## src/rtl/petc_consts.vh

```
// Constants for the pixel edge timing core
`ifndef PETC_CONSTS_VH
`define PETC_CONSTS_VH

// ----------------------------------------
// Register indices (byte address is four times the index)
// ----------------------------------------
`define PETC_IDX_OPER      8'h00
`define PETC_IDX_FORMAT    8'h03
`define PETC_IDX_HCLK      8'h60
`define PETC_IDX_RGATE     8'h61
`define PETC_IDX_DRIVE     8'h62
`define PETC_IDX_SAMPLE    8'h63
`define PETC_IDX_PHASE     8'h64
`define PETC_IDX_STATUS    8'h65

// ----------------------------------------
// Reset values
// ----------------------------------------
`define PETC_RST_OPER      12'h004
`define PETC_RST_FORMAT    6'h04
`define PETC_RST_HCLK      13'h1001
`define PETC_RST_RGATE     13'h0801
`define PETC_RST_DRIVE     15'h0000
`define PETC_RST_SAMPLE    12'h024
`define PETC_RST_PHASE     6'h00

// ----------------------------------------
// Field positions
// ----------------------------------------
`define PETC_EW_POL        0
`define PETC_EW_POS_LSB    1
`define PETC_EW_NEG_LSB    7
`define PETC_SS_RST_LSB    0
`define PETC_SS_DAT_LSB    6
`define PETC_DRV_FIELD_W   3
`define PETC_OP_PWR_LSB    0
`define PETC_OP_BLANK_BIT  5
`define PETC_FMT_TRI_BIT   3
`define PETC_FMT_BYP_BIT   4
`define PETC_FMT_GRAY_BIT  5

// ----------------------------------------
// Timing and codes
// ----------------------------------------
`define PETC_EDGE_COUNT    6'd48
`define PETC_EDGE_LAST     6'd47
`define PETC_QUAD_SPAN     4'hc
`define PETC_PWR_NORMAL    2'h0
`define PETC_PWR_STANDBY   2'h1
`define PETC_RESP_OKAY     2'h0
`define PETC_RESP_SLVERR   2'h2

`endif

```

## src/rtl/petc_edge_decode.v

```verilog
// Edge code to edge position decoder
`timescale 1ns/1ps
`default_nettype none
`include "petc_consts.vh"

module petc_edge_decode (
  // Code in
  input  wire [5:0] code,
  // Position out
  output wire [5:0] position,
  output wire       valid
);

  // ----------------------------------------
  // Quadrant base plus offset
  // ----------------------------------------
  wire [5:0] base;

  assign base     = {1'b0, code[5:4], 3'h0} + {2'h0, code[5:4], 2'h0};
  assign position = base + {2'h0, code[3:0]};
  assign valid    = (code[3:0] < `PETC_QUAD_SPAN);

endmodule
`default_nettype wire

```

## src/rtl/petc_data_out.v

```verilog
// Data output stage: blanking, coding, latch and three-state
`timescale 1ns/1ps
`default_nettype none
`include "petc_consts.vh"

module petc_data_out (
  // Clock and reset
  input  wire        aclk,
  input  wire        aresetn,
  // Controls
  input  wire        running,
  input  wire        latch_hit,
  input  wire        bypass,
  input  wire        gray,
  input  wire        tristate,
  input  wire        blank_level,
  // Data
  input  wire        blank_n,
  input  wire [11:0] sample_in,
  input  wire [11:0] clamp_level,
  output reg  [11:0] data_out,
  output reg         data_oe
);

  // ----------------------------------------
  // Value selection
  // ----------------------------------------
  wire [11:0] plain;
  wire [11:0] coded;

  assign plain = !blank_n ? (blank_level ? clamp_level : 12'h000) : sample_in;
  assign coded = gray ? (plain ^ {1'b0, plain[11:1]}) : plain;

  // ----------------------------------------
  // Output register
  // ----------------------------------------
  always @(posedge aclk) begin
    if (!aresetn) begin
      data_out <= 12'h000;
      data_oe  <= 1'b0;
    end else begin
      data_oe <= !tristate;
      if (!running) begin
        data_out <= 12'h000;
      end else if (bypass || latch_hit) begin
        data_out <= coded;
      end
    end
  end

endmodule
`default_nettype wire

```

## src/rtl/petc_core.v

```verilog
// Pixel edge timing core with AXI4-Lite register slave
`timescale 1ns/1ps
`default_nettype none
`include "petc_consts.vh"

module petc_core (
  // Clock and reset
  input  wire        aclk,
  input  wire        aresetn,
  // AXI4-Lite write address
  input  wire [11:0] s_axi_awaddr,
  input  wire [2:0]  s_axi_awprot,
  input  wire        s_axi_awvalid,
  output wire        s_axi_awready,
  // AXI4-Lite write data
  input  wire [31:0] s_axi_wdata,
  input  wire [3:0]  s_axi_wstrb,
  input  wire        s_axi_wvalid,
  output wire        s_axi_wready,
  // AXI4-Lite write response
  output wire [1:0]  s_axi_bresp,
  output wire        s_axi_bvalid,
  input  wire        s_axi_bready,
  // AXI4-Lite read address
  input  wire [11:0] s_axi_araddr,
  input  wire [2:0]  s_axi_arprot,
  input  wire        s_axi_arvalid,
  output wire        s_axi_arready,
  // AXI4-Lite read data
  output wire [31:0] s_axi_rdata,
  output wire [1:0]  s_axi_rresp,
  output wire        s_axi_rvalid,
  input  wire        s_axi_rready,
  // Sensor clocks
  output wire        hclk_phase_a,
  output wire        hclk_phase_a_inv,
  output wire        hclk_phase_b,
  output wire        hclk_phase_b_inv,
  output wire        reset_gate_out,
  output wire [3:0]  hclk_oe,
  output wire        reset_gate_oe,
  // Sampling strobes
  output wire        reset_level_strobe,
  output wire        data_level_strobe,
  output wire        pixel_start,
  // Pixel data
  input  wire [11:0] adc_sample,
  input  wire [11:0] clamp_level,
  input  wire        pixel_blank_window_n,
  output wire [11:0] data_out,
  output wire        data_oe,
  // Power state
  output wire        ref_standby,
  output wire        power_down
);

  // ----------------------------------------
  // Register file
  // ----------------------------------------
  reg  [11:0] operation_control_reg;
  reg  [5:0]  output_format_control_reg;
  reg  [12:0] hclock_edge_word_reg;
  reg  [12:0] reset_gate_edge_word_reg;
  reg  [14:0] driver_strength_word_reg;
  reg  [11:0] sample_strobe_word_reg;
  reg  [5:0]  output_phase_field_reg;

  // ----------------------------------------
  // Bus state
  // ----------------------------------------
  reg         awready_reg;
  reg         wready_reg;
  reg         bvalid_reg;
  reg  [1:0]  bresp_reg;
  reg         arready_reg;
  reg         rvalid_reg;
  reg  [1:0]  rresp_reg;
  reg  [31:0] rdata_reg;
  reg         aw_full_reg;
  reg         w_full_reg;
  reg  [9:0]  waddr_reg;
  reg  [31:0] wdata_reg;
  reg  [3:0]  wstrb_reg;

  // ----------------------------------------
  // Timing state
  // ----------------------------------------
  reg  [5:0]  edge_pos_reg;
  reg         hclk_level_reg;
  reg         rgate_level_reg;
  reg         hclk_a_reg;
  reg         hclk_a_inv_reg;
  reg         hclk_b_reg;
  reg         hclk_b_inv_reg;
  reg         rgate_reg;
  reg  [3:0]  hclk_oe_reg;
  reg         rgate_oe_reg;
  reg         rstrobe_reg;
  reg         dstrobe_reg;
  reg         pstart_reg;
  reg         standby_reg;
  reg         pdown_reg;

  wire        aw_hs;
  wire        w_hs;
  wire        ar_hs;
  wire        do_write;
  wire [31:0] wmask;
  wire [31:0] wmerge_src;
  reg  [31:0] rd_value;
  reg         rd_hit;
  reg         wr_hit;

  wire [1:0]  power_state_field;
  wire        running;
  wire [41:0] codes;
  wire [6:0]  hit;
  wire        hclk_level_next;
  wire        rgate_level_next;
  wire        hclk_pol;
  wire        rgate_pol;

  assign aw_hs    = s_axi_awvalid && awready_reg;
  assign w_hs     = s_axi_wvalid && wready_reg;
  assign ar_hs    = s_axi_arvalid && arready_reg;
  assign do_write = aw_full_reg && w_full_reg && !bvalid_reg;

  // ----------------------------------------
  // Byte-lane mask
  // ----------------------------------------
  genvar gb;
  generate
    for (gb = 0; gb < 4; gb = gb + 1) begin : g_mask
      assign wmask[8*gb+7:8*gb] = {8{wstrb_reg[gb]}};
    end
  endgenerate

  assign wmerge_src = wdata_reg & wmask;

  // ----------------------------------------
  // Write address decode
  // ----------------------------------------
  always @* begin
    wr_hit = 1'b1;
    case (waddr_reg)
      {2'h0, `PETC_IDX_OPER},
      {2'h0, `PETC_IDX_FORMAT},
      {2'h0, `PETC_IDX_HCLK},
      {2'h0, `PETC_IDX_RGATE},
      {2'h0, `PETC_IDX_DRIVE},
      {2'h0, `PETC_IDX_SAMPLE},
      {2'h0, `PETC_IDX_PHASE},
      {2'h0, `PETC_IDX_STATUS}: wr_hit = 1'b1;
      default: wr_hit = 1'b0;
    endcase
  end

  // ----------------------------------------
  // Write channels and register updates
  // ----------------------------------------
  always @(posedge aclk) begin
    if (!aresetn) begin
      awready_reg               <= 1'b1;
      wready_reg                <= 1'b1;
      bvalid_reg                <= 1'b0;
      bresp_reg                 <= `PETC_RESP_OKAY;
      aw_full_reg               <= 1'b0;
      w_full_reg                <= 1'b0;
      waddr_reg                 <= 10'h000;
      wdata_reg                 <= 32'h0000_0000;
      wstrb_reg                 <= 4'h0;
      operation_control_reg     <= `PETC_RST_OPER;
      output_format_control_reg <= `PETC_RST_FORMAT;
      hclock_edge_word_reg      <= `PETC_RST_HCLK;
      reset_gate_edge_word_reg  <= `PETC_RST_RGATE;
      driver_strength_word_reg  <= `PETC_RST_DRIVE;
      sample_strobe_word_reg    <= `PETC_RST_SAMPLE;
      output_phase_field_reg    <= `PETC_RST_PHASE;
    end else begin
      if (aw_hs) begin
        aw_full_reg <= 1'b1;
        awready_reg <= 1'b0;
        waddr_reg   <= s_axi_awaddr[11:2];
      end
      if (w_hs) begin
        w_full_reg <= 1'b1;
        wready_reg <= 1'b0;
        wdata_reg  <= s_axi_wdata;
        wstrb_reg  <= s_axi_wstrb;
      end
      if (do_write) begin
        aw_full_reg <= 1'b0;
        w_full_reg  <= 1'b0;
        bvalid_reg  <= 1'b1;
        bresp_reg   <= wr_hit ? `PETC_RESP_OKAY : `PETC_RESP_SLVERR;
        case (waddr_reg)
          {2'h0, `PETC_IDX_OPER}:
            operation_control_reg <= (operation_control_reg & ~wmask[11:0]) | wmerge_src[11:0];
          {2'h0, `PETC_IDX_FORMAT}:
            output_format_control_reg <= (output_format_control_reg & ~wmask[5:0]) | wmerge_src[5:0];
          {2'h0, `PETC_IDX_HCLK}:
            hclock_edge_word_reg <= (hclock_edge_word_reg & ~wmask[12:0]) | wmerge_src[12:0];
          {2'h0, `PETC_IDX_RGATE}:
            reset_gate_edge_word_reg <= (reset_gate_edge_word_reg & ~wmask[12:0]) | wmerge_src[12:0];
          {2'h0, `PETC_IDX_DRIVE}:
            driver_strength_word_reg <= (driver_strength_word_reg & ~wmask[14:0]) | wmerge_src[14:0];
          {2'h0, `PETC_IDX_SAMPLE}:
            sample_strobe_word_reg <= (sample_strobe_word_reg & ~wmask[11:0]) | wmerge_src[11:0];
          {2'h0, `PETC_IDX_PHASE}:
            output_phase_field_reg <= (output_phase_field_reg & ~wmask[5:0]) | wmerge_src[5:0];
          default: begin
          end
        endcase
      end
      if (bvalid_reg && s_axi_bready) begin
        bvalid_reg  <= 1'b0;
        awready_reg <= 1'b1;
        wready_reg  <= 1'b1;
      end
    end
  end

  // ----------------------------------------
  // Read decode
  // ----------------------------------------
  always @* begin
    rd_value = 32'h0000_0000;
    rd_hit   = 1'b1;
    case (s_axi_araddr[11:2])
      {2'h0, `PETC_IDX_OPER}:   rd_value = {20'h00000, operation_control_reg};
      {2'h0, `PETC_IDX_FORMAT}: rd_value = {26'h0000000, output_format_control_reg};
      {2'h0, `PETC_IDX_HCLK}:   rd_value = {19'h00000, hclock_edge_word_reg};
      {2'h0, `PETC_IDX_RGATE}:  rd_value = {19'h00000, reset_gate_edge_word_reg};
      {2'h0, `PETC_IDX_DRIVE}:  rd_value = {17'h00000, driver_strength_word_reg};
      {2'h0, `PETC_IDX_SAMPLE}: rd_value = {20'h00000, sample_strobe_word_reg};
      {2'h0, `PETC_IDX_PHASE}:  rd_value = {26'h0000000, output_phase_field_reg};
      {2'h0, `PETC_IDX_STATUS}:
        rd_value = {20'h00000, pdown_reg, standby_reg, rgate_level_reg, hclk_level_reg, 2'h0, edge_pos_reg};
      default: rd_hit = 1'b0;
    endcase
  end

  // ----------------------------------------
  // Read channels
  // ----------------------------------------
  always @(posedge aclk) begin
    if (!aresetn) begin
      arready_reg <= 1'b1;
      rvalid_reg  <= 1'b0;
      rresp_reg   <= `PETC_RESP_OKAY;
      rdata_reg   <= 32'h0000_0000;
    end else begin
      if (ar_hs) begin
        arready_reg <= 1'b0;
        rvalid_reg  <= 1'b1;
        rdata_reg   <= rd_value;
        rresp_reg   <= rd_hit ? `PETC_RESP_OKAY : `PETC_RESP_SLVERR;
      end else if (rvalid_reg && s_axi_rready) begin
        rvalid_reg  <= 1'b0;
        arready_reg <= 1'b1;
      end
    end
  end

  // ----------------------------------------
  // Edge position counter
  // ----------------------------------------
  assign power_state_field = operation_control_reg[`PETC_OP_PWR_LSB+1:`PETC_OP_PWR_LSB];
  assign running           = !power_state_field[1];

  always @(posedge aclk) begin
    if (!aresetn) begin
      edge_pos_reg <= 6'h00;
    end else if (!running || edge_pos_reg == `PETC_EDGE_LAST) begin
      edge_pos_reg <= 6'h00;
    end else begin
      edge_pos_reg <= edge_pos_reg + 6'h01;
    end
  end

  // ----------------------------------------
  // Edge code decoders
  // ----------------------------------------
  assign codes = {output_phase_field_reg,
                  sample_strobe_word_reg[`PETC_SS_DAT_LSB+5:`PETC_SS_DAT_LSB],
                  sample_strobe_word_reg[`PETC_SS_RST_LSB+5:`PETC_SS_RST_LSB],
                  reset_gate_edge_word_reg[`PETC_EW_NEG_LSB+5:`PETC_EW_NEG_LSB],
                  reset_gate_edge_word_reg[`PETC_EW_POS_LSB+5:`PETC_EW_POS_LSB],
                  hclock_edge_word_reg[`PETC_EW_NEG_LSB+5:`PETC_EW_NEG_LSB],
                  hclock_edge_word_reg[`PETC_EW_POS_LSB+5:`PETC_EW_POS_LSB]};

  genvar ge;
  generate
    for (ge = 0; ge < 7; ge = ge + 1) begin : g_edge
      wire [5:0] epos;
      wire       evalid;
      petc_edge_decode u_dec (
        .code     (codes[6*ge+5:6*ge]),
        .position (epos),
        .valid    (evalid)
      );
      assign hit[ge] = running && evalid && (epos == edge_pos_reg);
    end
  endgenerate

  // ----------------------------------------
  // Clock waveform levels
  // ----------------------------------------
  assign hclk_level_next  = hit[1] ? 1'b0 : (hit[0] ? 1'b1 : hclk_level_reg);
  assign rgate_level_next = hit[3] ? 1'b0 : (hit[2] ? 1'b1 : rgate_level_reg);
  assign hclk_pol         = hclock_edge_word_reg[`PETC_EW_POL];
  assign rgate_pol        = reset_gate_edge_word_reg[`PETC_EW_POL];

  always @(posedge aclk) begin
    if (!aresetn) begin
      hclk_level_reg  <= 1'b0;
      rgate_level_reg <= 1'b0;
      hclk_a_reg      <= 1'b0;
      hclk_a_inv_reg  <= 1'b1;
      hclk_b_reg      <= 1'b0;
      hclk_b_inv_reg  <= 1'b1;
      rgate_reg       <= 1'b0;
      hclk_oe_reg     <= 4'h0;
      rgate_oe_reg    <= 1'b0;
      rstrobe_reg     <= 1'b0;
      dstrobe_reg     <= 1'b0;
      pstart_reg      <= 1'b0;
      standby_reg     <= 1'b0;
      pdown_reg       <= 1'b0;
    end else begin
      hclk_level_reg  <= running && hclk_level_next;
      rgate_level_reg <= running && rgate_level_next;
      hclk_a_reg      <= running && (hclk_pol ? hclk_level_next : !hclk_level_next);
      hclk_b_reg      <= running && (hclk_pol ? hclk_level_next : !hclk_level_next);
      hclk_a_inv_reg  <= !(running && (hclk_pol ? hclk_level_next : !hclk_level_next));
      hclk_b_inv_reg  <= !(running && (hclk_pol ? hclk_level_next : !hclk_level_next));
      rgate_reg       <= running && (rgate_pol ? rgate_level_next : !rgate_level_next);
      hclk_oe_reg[0]  <= running && (driver_strength_word_reg[2:0] != 3'h0);
      hclk_oe_reg[1]  <= running && (driver_strength_word_reg[5:3] != 3'h0);
      hclk_oe_reg[2]  <= running && (driver_strength_word_reg[8:6] != 3'h0);
      hclk_oe_reg[3]  <= running && (driver_strength_word_reg[11:9] != 3'h0);
      rgate_oe_reg    <= running && (driver_strength_word_reg[14:12] != 3'h0);
      rstrobe_reg     <= hit[4];
      dstrobe_reg     <= hit[5];
      pstart_reg      <= running && (edge_pos_reg == 6'h00);
      standby_reg     <= (power_state_field == `PETC_PWR_STANDBY);
      pdown_reg       <= !running;
    end
  end

  // ----------------------------------------
  // Data output stage
  // ----------------------------------------
  petc_data_out u_dout (
    .aclk        (aclk),
    .aresetn     (aresetn),
    .running     (running),
    .latch_hit   (hit[6]),
    .bypass      (output_format_control_reg[`PETC_FMT_BYP_BIT]),
    .gray        (output_format_control_reg[`PETC_FMT_GRAY_BIT]),
    .tristate    (output_format_control_reg[`PETC_FMT_TRI_BIT] || !running),
    .blank_level (operation_control_reg[`PETC_OP_BLANK_BIT]),
    .blank_n     (pixel_blank_window_n),
    .sample_in   (adc_sample),
    .clamp_level (clamp_level),
    .data_out    (data_out),
    .data_oe     (data_oe)
  );

  // ----------------------------------------
  // Output wiring
  // ----------------------------------------
  assign s_axi_awready      = awready_reg;
  assign s_axi_wready       = wready_reg;
  assign s_axi_bvalid       = bvalid_reg;
  assign s_axi_bresp        = bresp_reg;
  assign s_axi_arready      = arready_reg;
  assign s_axi_rvalid       = rvalid_reg;
  assign s_axi_rresp        = rresp_reg;
  assign s_axi_rdata        = rdata_reg;
  assign hclk_phase_a       = hclk_a_reg;
  assign hclk_phase_a_inv   = hclk_a_inv_reg;
  assign hclk_phase_b       = hclk_b_reg;
  assign hclk_phase_b_inv   = hclk_b_inv_reg;
  assign reset_gate_out     = rgate_reg;
  assign hclk_oe            = hclk_oe_reg;
  assign reset_gate_oe      = rgate_oe_reg;
  assign reset_level_strobe = rstrobe_reg;
  assign data_level_strobe  = dstrobe_reg;
  assign pixel_start        = pstart_reg;
  assign ref_standby        = standby_reg;
  assign power_down         = pdown_reg;

endmodule
`default_nettype wire

```

## config.mk

```make
export PLATFORM = sky130hd
export DESIGN_NAME = petc_core
export DESIGN_NICKNAME = d
export VERILOG_FILES = /design/src/rtl/petc_edge_decode.v /design/src/rtl/petc_data_out.v /design/src/rtl/petc_core.v
export VERILOG_INCLUDE_DIRS = /design/src /design/src/rtl
export SDC_FILE = /design/constraint.sdc
export NUM_CORES = 1
export LEC_CHECK = 0
export BUFFER_PORTS_ARGS = -buffer_cell sky130_fd_sc_hd__buf_4
export CAP_MARGIN = 20
export CORE_MARGIN = 10
export CORE_UTILIZATION = 46
export DETAILED_ROUTE_END_ITERATION = 6
export HOLD_SLACK_MARGIN = 0.02
export PLACE_DENSITY = 0.71
export SYNTH_ARGS = -nofsm -noshare
export SYNTH_HDL_FRONTEND = slang
export SYNTH_SLANG_ARGS = --single-unit
```

## constraint.sdc

```tcl
create_clock -name aclk -period 2.6 [get_ports aclk]
set_clock_uncertainty 0.15 [all_clocks]
set_input_delay 0.26 -clock aclk [delete_from_list [all_inputs] [get_ports aclk]]
set_output_delay 0.26 -clock aclk [all_outputs]
set_load 0.005 [all_outputs]
```

==> summary.md <==
| Metric | Value |
|---|---|
| Die X | `153 um` |
| Met3 routed WL | `1980 um` |
| CTS tree | `done` |
| Fmax | `0.370 GHz` |
| Met2 routed WL | `10800 um` |
| Synth Flop Type | `dfxtp_1` |
| I/O Pins | `167` |
| Unrepaired setup endpoints after global routing | `yes` |
| FF+latch count, synth | `162` |
| Worst R2R Setup Slack | `-0.10 ns` |
| Min Clock Period, post-route | `2.70 ns` |
| Gr usage total | `19.6%` |
| Crit path DAT | `2.87 ns` |
| Clk buf depth | `2` |
| Vias in the first global route | `7071` |
| Post-synthesis cell count | `945` |
| Iteration-0 DRC Markers | `645` |
| EDFF count, synth | `0` |
| Register area share after synthesis | `39.8%` |
| Die area | `23400 um2` |
| DRC | `0` |
| Worst setup path class | `flop to flop` |
| Final setup fails | `15` |
| Worst setup margin | `-0.103 ns` |
| Antenna-violating nets left | `0` |
| LEAKAGE | `4.37 nW` |
| Library cells used by synthesis | `54` |
| Total clock sinks | `162` |
| Register-to-Register Path Depth | `10` |
| Post-DP HPWL | `17100 um` |
| DR WL/cell | `17.7 um` |
| Startpoint Class | `flop` |
| Top Layer Used | `met4` |
| Drt total wl | `23600 um` |
| Post-synth top cells | `162 x dfxtp_1, 133 x nand2_1, 89 x nor2_1` |
| Antenna violations before repair | `0` |
| Cell Area, Synth | `8150 um2` |
| Met1 wire length | `10400 um` |
| Worst skew pair latency | `0.44 ns` |
| Max Cap Viol | `0` |
| Yosys warning count | `0` |
| Layout cell share with drive strength beyond 1 | `21.5%` |
| Root buffer cell | `clkbuf_16` |
| Final #Nets | `1223` |
| Core Area | `17400 um2` |
| Status | `complete, but fails checks` |
| Placed inst area | `9330 um2` |
| Req. time, crit path | `2.77 ns` |
| Dominant cell type by area after synthesis | `dfxtp_1` |
| Tcrit/Tclk final | `104%` |
| Die height | `153 um` |
| Num CTS Buffers | `17` |
| Design area | `10400 um2` |
| Global-route wire length before repair | `38000 um` |
| Relative slew margins | `47.0%` |
| Violated checks | `setup timing` |
| DR vias/cell | `5.41` |
| N_diodes | `0` |
| PortBufs | `118` |
| First-pass detailed-route iteration total | `5` |
| Hold/Removal Path Class | `input port to flop` |
| Most frequent cell after synthesis | `dfxtp_1` |
| Power per cell area | `567 nW/um2` |
| Row count | `48` |
| Via count | `7210` |
| Worst vdd ir | `0.000488 V` |
| Clock transition at path regs | `0.06 ns` |
| Crit. End Element | `flop` |
| Final core utilization | `59.8%` |
| Ys async rst share | `0%` |
| Critical path endpoint | `u_dout.data_out[7]` |
| Largest net degree at the start of global routing | `78` |
| Initial core utilization | `47.0%` |
| Placer Congestion | `0.935` |
| Total power draw | `5.88 mW` |
| CTS H-tree depth | `4` |
| Setup tns final | `-1.12 ns` |
| Final hold viol count | `0` |
| Congestion Overflow GR | `0` |
| Reg2Reg Capture Point | `u_dout.data_out[7]` |
| CP Max Fanout | `6` |
| Mapped Avg Cell Area | `8.62 um2` |
| # fillers | `1508` |
| Max Slew Vio Count | `0` |
| Top-area cell type share of the netlist area | `39.8%` |
| Area grow syn2layout | `27.4%` |
| Largest cells by area after synthesis | `dfxtp_1 40%, mux2i_1 7.1%, nand2_1 6.1%` |
| Measured slew at the worst slew-check pin | `0.791 ns` |
-- per-stage QoR --
step | hold WS (ns) | std cells | setup WS [ns]
detailed placement | 0.293 | 1265 | -0.0974
global route | 0.0716 | 1333 | -0.273
finish | 0.0498 | 1333 | -0.103
CTS | 0.0359 | 1331 | -0.109
global placement | 0.287 | 1265 | -0.0597
floorplan | 0.210 | 963 | 0.00582
-- logic make-up after synthesis --
kind of cell	share of synthesized area [%]
AO/OA/AOI/OAI	13.9
XOR/XNOR	6.13
adder cells (fa/ha/maj)	5.89
buffers and inverters	6.09
flip-flops	39.8
multiplexers	9.61
other	0.0460
AND/OR/NAND/NOR	18.6
-- layout by cell type (no fill, tap or decap), drive strengths merged, types with 24 or more instances in the layout --
master,n
nor2,89
dfxtp,162
inv,27
nand2,133
dlygate4sd3,34
xor2,27
o21ai,53
a21oi,68
a22oi,24
buf,158
xnor2,30
mux2i,58
-- power breakdown --
part           total (mW)  switching [mW]  internal (mW)
Combinational       0.585           0.287          0.298
Clock                2.67            1.02           1.65
Sequential           2.63          0.0828           2.55
-- worst min path at each step --
stage | start | endpoint | slack, ns | cells after the start
after floorplan | s_axi_awvalid | s_axi_awready | 0.21 | 1
after global placement | s_axi_rdata[7] | s_axi_rdata[7] | 0.29 | 2
after detailed placement | s_axi_rdata[8] | s_axi_rdata[8] | 0.29 | 2
after CTS | s_axi_arvalid | s_axi_arready | 0.04 | 3
after global routing | s_axi_arvalid | s_axi_rvalid | 0.07 | 3
final | s_axi_arvalid | s_axi_arready | 0.05 | 3
-- final cells by class --
cell class / count / area [um2] / area share (%)
inverter: 28 / 105 / 1.01
sequential: 162 / 3250 / 31.3
clock buffer: 22 / 494 / 4.76
clock inverter: 10 / 149 / 1.43
multi-input combinational: 693 / 4530 / 43.6
tap: 225 / 282 / 2.71
timing repair buffer: 193 / 1580 / 15.2
-- critical path, stage by stage, from the launching register on --
cell	delay, ns
dfxtp_2	0.33
fa_1	0.49
ha_2	0.21
fa_2	0.35
xor2_1	0.16
a211oi_2	0.22
a41oi_2	0.12
buf_4	0.18
buf_12	0.14
mux2i_1	0.18
nor2_1	0.05
-- layer usage --
layer / vias to the layer above / track usage, %
met5: - / 0
met4: 0 / 6.22
met3: 39 / 5.05
met2: 293 / 30.7
met1: 3370 / 25.8
li1: 3508 / -
-- repair_timing --
action                     CTS  global route
pin swaps                    7             3
hold endpoints to repair    40             0
setup endpoints to repair   16            16
resized for setup           11             6
hold buffers                34             0
setup buffers                0             1
cloned                       0             1
(Power assumes the default switching activity.)
